<file path="src/slhp_pkg.sv">
// Shared types and constants for the serial link host port control.
// Assumes a single system clock; every pin is sampled in that domain.
package slhp_pkg;

   // Parallel character widths
   localparam int CHAR_W = 10;
   localparam int CMD_W  = 4;

   // Transmit queue geometry
   localparam int TXQ_DEPTH = 16;
   localparam int TXQ_LVL_W = 5;
   localparam logic [TXQ_LVL_W-1:0] TXQ_HALF_LEVEL = 5'h08;

   // Reset values
   localparam logic FLAG_IDLE  = 1'b0;
   localparam logic PIN_IDLE   = 1'b1;

   // Serial rate bands
   typedef enum logic {
      SLHP_BAND_LOW,
      SLHP_BAND_HIGH
   } slhp_band_t;

   // Reference prescaler ratios
   localparam logic [1:0] REF_DIV_ONE = 2'h1;
   localparam logic [1:0] REF_DIV_TWO = 2'h2;

   // One transmit or receive character with its qualifiers
   typedef struct packed {
      logic              special;
      logic [CMD_W-1:0]  cmd;
      logic [CHAR_W-1:0] char_val;
   } slhp_word_t;

   localparam int WORD_W = $bits(slhp_word_t);

   // Static configuration straps
   typedef struct packed {
      logic bypass_n;
      logic ext_queue;
      logic rate_band;
      logic prescale;
      logic width;
   } slhp_cfg_t;

   localparam slhp_cfg_t CFG_RESET = 5'h10;

   // Loop multiplier settings handed to the PLLs
   typedef struct packed {
      slhp_band_t band;
      logic [1:0] ref_div;
      logic       wide_char;
   } slhp_vco_t;

   // Every pin that arrives from outside the system clock domain
   typedef struct packed {
      logic       tx_clk;
      logic       rx_clk;
      logic       ref_clk;
      logic       cs_n;
      logic       rx_oe_n;
      logic       tx_en_n;
      logic       mrst_n;
      slhp_cfg_t  cfg;
      slhp_word_t tx_word;
   } slhp_pins_t;

   localparam int PINS_W = $bits(slhp_pins_t);

endpackage

</file>
<file path="src/slhp_fifo.sv">
// Synchronous FIFO with valid/ready on both sides and a fill level.
// Assumes both sides run on the same clock as the instantiating block.
`timescale 1ns/1ps
module slhp_fifo #(
   parameter int WIDTH = 8,
   parameter int DEPTH = 16,
   parameter int LVL_W = 5
) (
   // Clock and reset
   input  wire logic             clk_sys,
   input  wire logic             rst,
   input  wire logic             clear,
   // Fill side
   input  wire logic             in_valid,
   output logic                  in_ready,
   input  wire logic [WIDTH-1:0] in_data,
   // Drain side
   output logic                  out_valid,
   input  wire logic             out_ready,
   output logic      [WIDTH-1:0] out_data,
   // Occupancy
   output logic      [LVL_W-1:0] level
);
   localparam int PTR_W = $clog2(DEPTH);

   logic [WIDTH-1:0] mem [DEPTH];
   logic [PTR_W-1:0] wr_ptr;
   logic [PTR_W-1:0] rd_ptr;
   logic [LVL_W-1:0] count;

   wire push = in_valid & in_ready;
   wire pop  = out_valid & out_ready;

   assign in_ready  = (count != LVL_W'(DEPTH));
   assign out_valid = (count != '0);
   assign out_data  = mem[rd_ptr];
   assign level     = count;

   always_ff @(posedge clk_sys) begin
      if (push) begin
         mem[wr_ptr] <= in_data;
      end
   end

   always_ff @(posedge clk_sys or posedge rst) begin
      if (rst) begin
         wr_ptr <= '0;
         rd_ptr <= '0;
         count  <= '0;
      end else if (clear) begin
         wr_ptr <= '0;
         rd_ptr <= '0;
         count  <= '0;
      end else begin
         if (push) begin
            wr_ptr <= wr_ptr + PTR_W'(1);
         end
         if (pop) begin
            rd_ptr <= rd_ptr + PTR_W'(1);
         end
         count <= count + LVL_W'(push) - LVL_W'(pop);
      end
   end

endmodule // slhp_fifo

</file>
<file path="src/slhp_port.sv">
// Host port control of a serial link transceiver: chip-select gating of
// the queue flags and receive drivers, transmit capture, prescaling.
// Assumes the three link clocks arrive as plain pins, slower than clk_sys.
//
// How it works
// Chip select low on a receive clock edge drives the receive flags.
// Receive drivers turn on at a receive clock edge with enable and chip select low.
// Queue in use: chip select on write clock edges gates transmit flags.
// Queue bypassed: chip select on reference edges gates transmit flags.
// Queue in use: capture inputs on each write edge while selected, enabled and not full.
// Bypassed: capture on each reference edge while selected, enabled and not full, pass on.
// Reference clock times both loops and bypassed transmit port.
// Rate band select high picks the fast band, low the slow band.
// Prescale select high halves the reference, low passes it straight.
// Bypassed with prescale high or slow band: full flag toggles.
// Master reset is held low at least one reference cycle.
// Loop settings follow rate band, prescale and character width.
// Bypass keeps the transmit queue in use; transmit uses reference timing.
// Flags active low, or full and empty active high in external mode.
// Configuration is latched only while master reset is held.
`timescale 1ns/1ps
module slhp_port
   import slhp_pkg::*;
(
   // Clock and reset
   input  wire logic             clk_sys,
   input  wire logic             rst,
   // Link clocks and master reset, sampled as pins
   input  wire logic             tx_write_clock,
   input  wire logic             rx_side_clock,
   input  wire logic             pll_reference_clock,
   input  wire logic             master_reset_n,
   // Static configuration pins
   input  wire logic             fifo_bypass_n,
   input  wire logic             external_queue_mode,
   input  wire logic             rate_band_select,
   input  wire logic             ref_prescale_select,
   input  wire logic             char_width_select,
   // Parallel control pins
   input  wire logic             chip_select_n,
   input  wire logic             rx_output_enable_n,
   input  wire logic             tx_input_enable_n,
   // Transmit parallel inputs
   input  wire logic [CHAR_W-1:0] tx_char_in,
   input  wire logic [CMD_W-1:0]  tx_command_in,
   input  wire logic              tx_special_char_select,
   // Transmit word towards the encoder
   output slhp_pkg::slhp_word_t   enc_word,
   output logic                   enc_valid,
   input  wire logic              enc_ready,
   // Decoded receive word and receive queue state
   input  wire slhp_pkg::slhp_word_t rx_word_in,
   input  wire logic              rx_violation_in,
   input  wire logic              rx_queue_full,
   input  wire logic              rx_queue_half,
   input  wire logic              rx_queue_empty,
   // Receive parallel outputs with drive enables
   output logic [CHAR_W-1:0]      rx_char_out,
   output logic [CMD_W-1:0]       rx_command_out,
   output logic                   rx_special_char_flag,
   output logic                   code_violation_flag,
   output logic                   rx_data_oe,
   // Receive flag pins with drive enable
   output logic                   rx_full_pin,
   output logic                   rx_half_pin,
   output logic                   rx_empty_pin,
   output logic                   rx_flag_oe,
   // Transmit flag pins with drive enable
   output logic                   tx_fifo_full_flag,
   output logic                   tx_half_pin,
   output logic                   tx_empty_pin,
   output logic                   tx_flag_oe,
   // Loop control
   output slhp_pkg::slhp_vco_t    vco_setting,
   output logic                   pll_ref_tick,
   output logic                   core_reset
);
   import slhp_pkg::*;

   // Pin synchroniser: stage one feeds stage two only
   slhp_pins_t pins_raw;
   slhp_pins_t pins_meta;
   slhp_pins_t pins;
   slhp_pins_t pins_prev;

   assign pins_raw = '{
      tx_clk:  tx_write_clock,
      rx_clk:  rx_side_clock,
      ref_clk: pll_reference_clock,
      cs_n:    chip_select_n,
      rx_oe_n: rx_output_enable_n,
      tx_en_n: tx_input_enable_n,
      mrst_n:  master_reset_n,
      cfg:     '{bypass_n:  fifo_bypass_n,
                 ext_queue: external_queue_mode,
                 rate_band: rate_band_select,
                 prescale:  ref_prescale_select,
                 width:     char_width_select},
      tx_word: '{special:  tx_special_char_select,
                 cmd:      tx_command_in,
                 char_val: tx_char_in}
   };

   genvar gi;
   generate
      for (gi = 0; gi < PINS_W; gi++) begin : g_sync
         always_ff @(posedge clk_sys or posedge rst) begin
            if (rst) begin
               pins_meta[gi] <= PIN_IDLE;
               pins[gi]      <= PIN_IDLE;
               pins_prev[gi] <= PIN_IDLE;
            end else begin
               pins_meta[gi] <= pins_raw[gi];
               pins[gi]      <= pins_meta[gi];
               pins_prev[gi] <= pins[gi];
            end
         end
      end
   endgenerate

   // Clock edges seen in the system domain
   wire tx_rise  = pins.tx_clk & ~pins_prev.tx_clk;
   wire rx_rise  = pins.rx_clk & ~pins_prev.rx_clk;
   wire ref_rise = pins.ref_clk & ~pins_prev.ref_clk;

   // Master reset; low on the pin clears the queue and edge state and holds the drive enables off
   wire in_reset = ~pins.mrst_n;

   // Configuration straps are caught only during master reset
   slhp_cfg_t cfg;
   slhp_cfg_t next_cfg;
   assign next_cfg = in_reset ? pins.cfg : cfg;

   wire bypass    = ~cfg.bypass_n;
   wire ext_mode  = cfg.ext_queue;
   wire fast_band = cfg.rate_band;

   // Prescaler: a reference tick every edge, or every second edge
   logic ref_half;
   wire  ref_tick = ref_rise & (~cfg.prescale | ref_half);

   // Transmit port edge: write clock, or reference clock when bypassed
   wire tx_edge = bypass ? ref_rise : tx_rise;  // see R7

   // Chip select as last sampled on each port's own edge
   logic tx_cs;
   logic rx_cs;
   logic tx_en_seen;
   logic rx_oe_seen;

   wire tx_take  = tx_edge & ~pins.cs_n & ~pins.tx_en_n; // see R5
   wire rx_open  = rx_rise & ~pins.cs_n & ~pins.rx_oe_n & ~rx_oe_seen;
   wire rx_close = rx_rise & pins.rx_oe_n;

   // Transmit queue; bypassed it still holds up to its depth
   logic               txq_ready;
   slhp_word_t         txq_out;
   logic               txq_valid;
   logic [TXQ_LVL_W-1:0] txq_level;

   slhp_fifo #(
      .WIDTH (WORD_W),
      .DEPTH (TXQ_DEPTH),
      .LVL_W (TXQ_LVL_W)
   ) u_txq (
      .clk_sys   (clk_sys),
      .rst       (rst),
      .clear     (in_reset),
      .in_valid  (tx_take),
      .in_ready  (txq_ready),
      .in_data   (pins.tx_word),
      .out_valid (txq_valid),
      .out_ready (enc_ready & ~enc_valid),
      .out_data  (txq_out),
      .level     (txq_level)
   );

   // Raw transmit flag states before polarity
   logic rate_toggle;
   wire  toggle_mode = bypass & (cfg.prescale | ~fast_band);
   wire  tx_full_raw = toggle_mode ? rate_toggle : ~txq_ready;
   wire  tx_half_raw = (txq_level >= TXQ_HALF_LEVEL);
   wire  tx_empty_raw = ~txq_valid;

   // Full and empty go high-active in external mode; half stays low
   wire tx_full_lvl  = ext_mode ? tx_full_raw : ~tx_full_raw;
   wire tx_empty_lvl = ext_mode ? tx_empty_raw : ~tx_empty_raw;
   wire tx_half_lvl  = ~tx_half_raw;
   wire rx_full_lvl  = ext_mode ? rx_queue_full : ~rx_queue_full;
   wire rx_empty_lvl = ext_mode ? rx_queue_empty : ~rx_queue_empty;
   wire rx_half_lvl  = ~rx_queue_half;

   // Loop settings from the three straps
   slhp_vco_t next_vco;
   assign next_vco = '{
      band:      fast_band ? SLHP_BAND_HIGH : SLHP_BAND_LOW,
      ref_div:   cfg.prescale ? REF_DIV_TWO : REF_DIV_ONE,
      wide_char: ~cfg.width
   };

   // Encoder hand-off register
   wire enc_load = txq_valid & enc_ready & ~enc_valid;

   always_ff @(posedge clk_sys or posedge rst) begin
      if (rst) begin
         cfg <= CFG_RESET;
      end else begin
         cfg <= next_cfg;
      end
   end

   always_ff @(posedge clk_sys or posedge rst) begin
      if (rst) begin
         ref_half    <= FLAG_IDLE;
         rate_toggle <= FLAG_IDLE;
         pll_ref_tick <= FLAG_IDLE;
      end else if (in_reset) begin
         ref_half    <= FLAG_IDLE;
         rate_toggle <= FLAG_IDLE;
         pll_ref_tick <= FLAG_IDLE;
      end else begin
         ref_half     <= ref_rise ? ~ref_half : ref_half;
         rate_toggle  <= ref_rise ? ~rate_toggle : rate_toggle;
         pll_ref_tick <= ref_tick;
      end
   end

   // Chip select capture per clock
   always_ff @(posedge clk_sys or posedge rst) begin
      if (rst) begin
         tx_cs      <= FLAG_IDLE;
         rx_cs      <= FLAG_IDLE;
         tx_en_seen <= FLAG_IDLE;
         rx_oe_seen <= FLAG_IDLE;
      end else if (in_reset) begin
         tx_cs      <= FLAG_IDLE;
         rx_cs      <= FLAG_IDLE;
         tx_en_seen <= FLAG_IDLE;
         rx_oe_seen <= FLAG_IDLE;
      end else begin
         if (tx_edge) begin
            tx_cs      <= ~pins.cs_n;                // see R3
            tx_en_seen <= ~pins.tx_en_n;
         end
         if (rx_rise) begin
            rx_cs <= ~pins.cs_n;
         end
         if (rx_open) begin
            rx_oe_seen <= 1'b1;
         end else if (rx_close) begin
            rx_oe_seen <= FLAG_IDLE;
         end
      end
   end

   // Receive data drivers and their captured values
   always_ff @(posedge clk_sys or posedge rst) begin
      if (rst) begin
         rx_char_out          <= '0;
         rx_command_out       <= '0;
         rx_special_char_flag <= FLAG_IDLE;
         code_violation_flag  <= FLAG_IDLE;
         rx_data_oe           <= FLAG_IDLE;
      end else begin
         rx_data_oe <= (rx_oe_seen | rx_open) & ~rx_close & ~in_reset;
         if (rx_rise & (rx_oe_seen | rx_open)) begin
            rx_char_out          <= rx_word_in.char_val;
            rx_command_out       <= rx_word_in.cmd;
            rx_special_char_flag <= rx_word_in.special;
            code_violation_flag  <= rx_violation_in;
         end
      end
   end

   // Flag pins and their enables
   always_ff @(posedge clk_sys or posedge rst) begin
      if (rst) begin
         rx_full_pin       <= PIN_IDLE;
         rx_half_pin       <= PIN_IDLE;
         rx_empty_pin      <= PIN_IDLE;
         rx_flag_oe        <= FLAG_IDLE;
         tx_fifo_full_flag <= PIN_IDLE;
         tx_half_pin       <= PIN_IDLE;
         tx_empty_pin      <= PIN_IDLE;
         tx_flag_oe        <= FLAG_IDLE;
      end else begin
         rx_full_pin       <= rx_full_lvl;
         rx_half_pin       <= rx_half_lvl;
         rx_empty_pin      <= rx_empty_lvl;
         rx_flag_oe        <= rx_cs & ~in_reset;
         tx_fifo_full_flag <= tx_full_lvl;
         tx_half_pin       <= tx_half_lvl;
         tx_empty_pin      <= tx_empty_lvl;
         tx_flag_oe        <= tx_cs & ~in_reset;     // see R3
      end
   end

   // Encoder side and loop outputs
   always_ff @(posedge clk_sys or posedge rst) begin
      if (rst) begin
         enc_word    <= '0;
         enc_valid   <= FLAG_IDLE;
         vco_setting <= '0;
         core_reset  <= 1'b1;
      end else begin
         core_reset  <= in_reset;
         vco_setting <= next_vco;
         if (in_reset) begin
            enc_valid <= FLAG_IDLE;
         end else if (enc_load) begin
            enc_word  <= txq_out;
            enc_valid <= 1'b1;
         end else if (enc_ready) begin
            enc_valid <= FLAG_IDLE;
         end
      end
   end

endmodule // slhp_port

</file>
<file path="config.mk">
export PLATFORM = sky130hd
export DESIGN_NAME = slhp_port
export DESIGN_NICKNAME = d
export VERILOG_FILES = /design/src/slhp_pkg.sv /design/src/slhp_fifo.sv /design/src/slhp_port.sv
export SDC_FILE = /design/constraint.sdc
export NUM_CORES = 1
export LEC_CHECK = 0
export BUFFER_PORTS_ARGS = -buffer_cell sky130_fd_sc_hd__clkbuf_2
export CORE_ASPECT_RATIO = 1.75
export CORE_UTILIZATION = 45
export DETAILED_ROUTE_END_ITERATION = 16
export HOLD_SLACK_MARGIN = 0.08
export PLACE_DENSITY = 0.69
export SYNTH_ARGS = -nofsm -noshare
export SYNTH_HDL_FRONTEND = slang
export SYNTH_SLANG_ARGS = --single-unit
</file>
<file path="constraint.sdc">
create_clock -name clk_sys -period 4.9 [get_ports clk_sys]
set_clock_uncertainty 0.05 [all_clocks]
set_input_delay 0.245 -clock clk_sys [delete_from_list [all_inputs] [get_ports clk_sys]]
set_output_delay 0.245 -clock clk_sys [all_outputs]
set_load 0.01 [all_outputs]
</file>
Word-level counts from Yosys, hierarchy flattened
Memories as Yosys holds them, arrays and structs flattened. A register that Yosys moved wholly into a read port is not among the register bits.
Cells that the tools add are included.
{ "totals": {"register_bits": 112, "ram_bits": 240, "in_bits": 49, "output_inout_bits": 47, "word_cells": 182, "memories": 1} }
{ "op_classes": {"n_addsub": 4, "n_lt_le_gt_ge": 1, "n_eq_ne": 8, "n_mux": 30, "bitwise_logic": 47, "reduce_logical": 2} }
{ "memory_table": {"columns": ["name", "depth", "word_bits", "rd", "rd_clocked_by_memory_dff", "wr", "line", "text"], "rows": [
  ["u_txq.mem", 16, 15, 1, 1, 1, "slhp_fifo.sv:26", "logic [WIDTH-1:0] mem [DEPTH];"]
]} }
{ "ops": {"columns": ["op", "n"], "rows": [
  ["$mux 1", 24],
  ["$not 1->1", 23],
  ["$and 1x1->1", 21],
  ["$mux 4", 4],
  ["$ne 2x1->1 const B", 5],
  ["$add 4x1->4 const B", 2],
  ["$add 5x1->5", 1],
  ["$ge 5x4->1 const B", 1],
  ["$mux 5", 1],
  ["$ne 5x5->1 const B", 1],
  ["$reduce_bool 5->1", 1],
  ["$sub 5x1->5", 1],
  ["$ne 3x1->1 const B", 1],
  ["$ne 3x2->1 const B", 1],
  ["$or 1x1->1", 3],
  ["$mux 2", 1],
  ["$reduce_and 2->1", 1]
]} }

Depth between registers and ports, before layout
{ "depth": {"depth_word": 9, "mapped_depth": 13, "mapped_depth_nobuf": 13} }

Hierarchy
A second synthesis with hierarchy kept.
{ "hier_totals": {"cells_unflattened": 725, "area_unflattened_um2": 13808.2} }
{ "by_module_without_submodules": {"columns": ["module", "n_inst", "cells_each", "area_each_um2", "seq_area_each_um2"], "rows": [
  ["slhp_fifo", 1, 525, 10043.4, 7532.2],
  ["slhp_port", 1, 200, 3764.9, 2934.1]
]} }

Worst setup path before layout
Ideal clock, no wire load.
{ "synth_timing": {"path_kind": "reg-to-reg", "startpoint": "register pins[24] (netlist bit)", "endpoint": "memory u_txq.mem[10][0] (netlist bit), enable pin", "setup_ns": 0.386, "arrival_ns": 2.203, "required_ns": 4.464, "slack_ns": 2.261, "path_stages_with_launch": 6, "path_buffers": 1, "synth_period_minus_slack_ns": 2.639, "cell_sequence": "dfstp_2 -> or3b_4 -> a2111oi_4 -> buf_6 -> nand3_1 -> nor2_1"} }
{ "synth_between": {"elab_chain_len": 7} }
{ "synth_rtl": {"columns": ["item", "line", "text"], "rows": [
  ["start: declaration", "slhp_port.sv:83", "slhp_pins_t pins;"],
  ["start signal: indexed assignment", "slhp_port.sv:114", "pins[gi] <= pins_meta[gi];"],
  ["$and 1x1->1", "slhp_port.sv:124", "wire ref_rise = pins.ref_clk & ~pins_prev.ref_clk;"],
  ["$mux 1", "slhp_port.sv:143", "wire tx_edge = bypass ? ref_rise : tx_rise;"],
  ["$and 1x1->1 (2 in a row)", "slhp_port.sv:151", "wire tx_take = tx_edge & ~pins.cs_n & ~pins.tx_en_n;"],
  ["$and 1x1->1", "slhp_fifo.sv:31", "wire push = in_valid & in_ready;"],
  ["$mux 1", "slhp_fifo.sv:40", "if (push) begin"],
  ["$mux 1 (implied by the code)", "slhp_fifo.sv:41", "mem[wr_ptr] <= in_data;"],
  ["end: declaration", "slhp_fifo.sv:26", null]
]} }
No other way between the ends.

Worst setup path after layout
{ "layout_timing": {"startpoint": "register pins[24] (netlist bit)", "endpoint": "memory u_txq.mem[10][11] (netlist bit), enable pin"} }
Same word-level chain as after synthesis.

==> out/summary.txt <==
Static leakage -> 5.58 nW
Max Freq -> 0.302 GHz
DP Wirelength -> 18,100 µm
Total power -> 6.83 mW
Post-CTS Setup Inserts -> 0
First-pass GRT wire length -> 42,100 µm
Mapped Nets -> 734
I/O pin total -> 96
Worst path slowest cell -> nor2_1
Adder and majority gate portion of the synthesized area -> 1.26%
Syn Inst Count -> 672
Synth Area in Compound Gates -> 3.04%
R2R depth -> 4
Post-synth cell types -> 43
Antenna cell count -> 0
Area added between synthesis and finish -> 17.1%
Family with the most delay on the worst path -> simple AND/OR/NAND/NOR gates
Worst setup path startpoint -> pins[24]
Worst slew pin tran -> 1.27 ns
RR Startpoint -> pins[24]
Hold depth -> 2
Async set or reset register ratio after synthesis -> 34.6%
Setup TNS -> 0 ns
Drt initial violations -> 384
Final #Nets -> 888
Tcrit/Tclk final -> 67.7%
Worst Hold Path EP -> pins_meta[15]
CP Cell Sequence -> or3b_4, a2111oi_4, nand3_1, nor2_1
WL/cell -> 22.7 µm
I/O Buffers -> 95
Fin. Hold Viols -> 0
Total grt overflow -> 0
Worst slack, placed -> 1.59 ns
Clk sinks -> 367
Critical path capture point type -> flip-flop
Placed insts -> 1,127
Share of cells above drive strength 1 -> 38.7%
Sequential fraction of the synthesis area -> 77.3%
RePlAce Congestion -> 0.831
WL final -> 28,000 µm
Post-synth EDFFs -> 240
CP Max Fanout -> 15
Max-slew headroom -> 14.9%
Seq cells post-synth -> 367
Clock Tree Buf Depth -> 3
Critical path required time -> 5.02 ns
CTS buffer count -> 31
Max-cap violations -> 0
Largest net degree at the start of global routing -> 74
Max incr delay on CP -> 1.00 ns
Fin worst setup slack -> 1.58 ns
YS warnings -> 0
Die height -> 232 µm
Area of the die -> 0.0308 mm²
CP Launch Type -> flip-flop
VDD IR-drop max -> 0.000369 V
Hold Path Class -> input port to flip-flop
Primary FF master, synth -> edfxtp_1
Vias per cell -> 5.32
Synth Area in Simple Gates -> 2.63%
Final setup fails -> 0
Die width -> 133 µm
Internal reg-to-reg setup slack -> 1.58 ns
Post-synthesis mux area share -> 13.1%
Post-DRT Antenna Nets -> 0
Tot GR Track Use -> 18.8%
Status -> finished clean
Main combinational cell family by area after synthesis -> multiplexers
Post-Layout Cell Count -> 1,233
Detailed Routing Iterations Pass 1 -> 5
RSZ-0062 raised after global routing -> no
Fillcell total -> 2,344
Worst hold slack -> 0.260 ns
H-tree depth -> 1
Final-report max-slew violation count -> 0
Avg Cell Area, Syn -> 20.2 µm²
CP bufs+invs -> 0
Vias -> 6,560
Tmin final -> 3.32 ns
Critical R2R Capture -> u_txq.mem[10][11]
CP Class -> flip-flop to flip-flop
Clk_lat worst skew -> 0.57 ns
Hold Crit Start -> char_width_select
Crit path DAT -> 3.43 ns
CTS tree -> built
Root buf cell -> clkbuf_16
Synth Cell Area -> 0.0135 mm²
DR DRC count -> 0
Vias in the first global route -> 7,300
Row count -> 83
Core Box Area -> 0.0295 mm²
Xor/xnor cell area share of the yosys netlist -> 0.776%
Initial core utilization -> 45.9%
Pwr Density -> 430 mW/mm²
Clock transition at the registers of the reported paths -> 0.07 ns
Initial antenna violation count -> 0
state kept, by name, indices dropped and copies added, names as in the netlist, 3 cells and up:
| register | flops |
|---|---|
| pins_meta | 27 |
| enc_word | 15 |
| u_txq.mem | 240 |
| rx_command_out | 4 |
| rx_char_out | 10 |
| u_txq.wr_ptr | 4 |
| pins | 27 |
| pins_prev | 3 |
| cfg | 3 |
| u_txq.rd_ptr | 4 |
| u_txq.level | 5 |
| vco_setting | 4 |
Yosys cell counts, types with 2 or more instances:
library cell	instances	share of area, %
nor2b_1	2	0.092
edfxtp_1	240	53
ha_1	12	1.1
mux2_2	36	3.0
nand2_1	2	0.055
buf_1	2	0.055
a21o_2	2	0.13
mux4_2	60	10
clkbuf_1	12	0.33
mux2i_1	2	0.15
and3_4	2	0.17
a21oi_1	24	0.89
and2_1	14	0.65
nor2_1	22	0.61
buf_4	3	0.17
xnor2_1	10	0.65
o21ai_0	3	0.11
buf_6	4	0.33
nand2b_1	3	0.14
inv_1	25	0.69
nor3_1	3	0.11
o22ai_1	30	1.4
dfrtp_1	62	11
nand3_1	4	0.15
a211oi_1	2	0.11
dfstp_2	65	13
xor2_1	2	0.13
buf_2	9	0.33
how the worst max path moves through the flow:
| stage | to | slack, ns | cells past startpoint |
|---|---|---|---|
| global placement | u_txq.mem[10][14] | 1.74 | 4 |
| finish | u_txq.mem[10][11] | 1.58 | 4 |
| floorplan | cfg[0] | 1.33 | 1 |
| detailed placement | u_txq.mem[10][12] | 1.59 | 4 |
| global route | u_txq.mem[10][12] | 1.32 | 6 |
| CTS | u_txq.mem[10][11] | 1.58 | 4 |
through the flow:
| step | util, % | instance area (µm²) |
|---|---|---|
| global route | 53.8 | 15900 |
| CTS | 53.8 | 15900 |
| finish | 53.8 | 15900 |
| global placement | 48.9 | 14400 |
| floorplan | - | 13500 |
| detailed placement | 48.9 | 14400 |
layout make-up:
type / count / area [µm²] / area share [%]
inverters: 25 / 98.8 / 0.623
clock inverters: 22 / 149 / 0.939
flip-flops and latches: 367 / 10500 / 66.0
clock buffers: 36 / 825 / 5.20
multi-input cells: 250 / 2830 / 17.8
repair buffers: 151 / 1020 / 6.40
well taps: 382 / 478 / 3.01
kinds of logic (layout without fill, tap and decap cells):
family,after synthesis,after routing
simple gates,61,61
compound gates,66,66
buf+inv,55,234
flops,367,367
mux,98,98
xor+xnor,12,12
fa+ha+maj,13,13
metal layers:
metal,up-vias,GRT usage [%],share of wire [%]
li1,2900,-,-
met1,3420,19.5,34
met2,186,36.3,57
met3,54,2.38,4.2
met4,0,9.87,4.4
met5,-,0,0
timing repair:
action | 4_1_cts | 5_1_grt
hold endpoints to repair | 85 | 0
resized for setup | 0 | 0
hold buffers | 48 | 0
layout by cell type, fill, tap and decap left out, types with 2 or more instances in the layout:
master	count
a211oi_1	2
a21o_2	2
a21oi_1	24
and2_1	14
and3_4	2
buf_4	8
clkbuf_1	2
clkbuf_16	31
clkbuf_2	95
clkbuf_8	3
clkinv_1	5
clkinv_2	8
clkinvlp_4	5
dfrtp_1	60
dfstp_2	65
dlygate4sd3_1	48
edfxtp_1	240
ha_1	12
inv_1	24
inv_6	3
mux2_2	36
mux2i_1	2
mux4_2	60
nand2_1	2
nand2b_1	3
nand3_1	4
nor2_1	22
nor2b_1	2
nor3_1	2
o21ai_0	3
o22ai_1	30
xnor2_1	10
xor2_1	2
power by group:
part | internal [mW] | switching (mW)
combinational | 0.377 | 0.435
clock | 1.26 | 1.09
sequential | 3.51 | 0.156
Power figures use the tool's default switching activity.
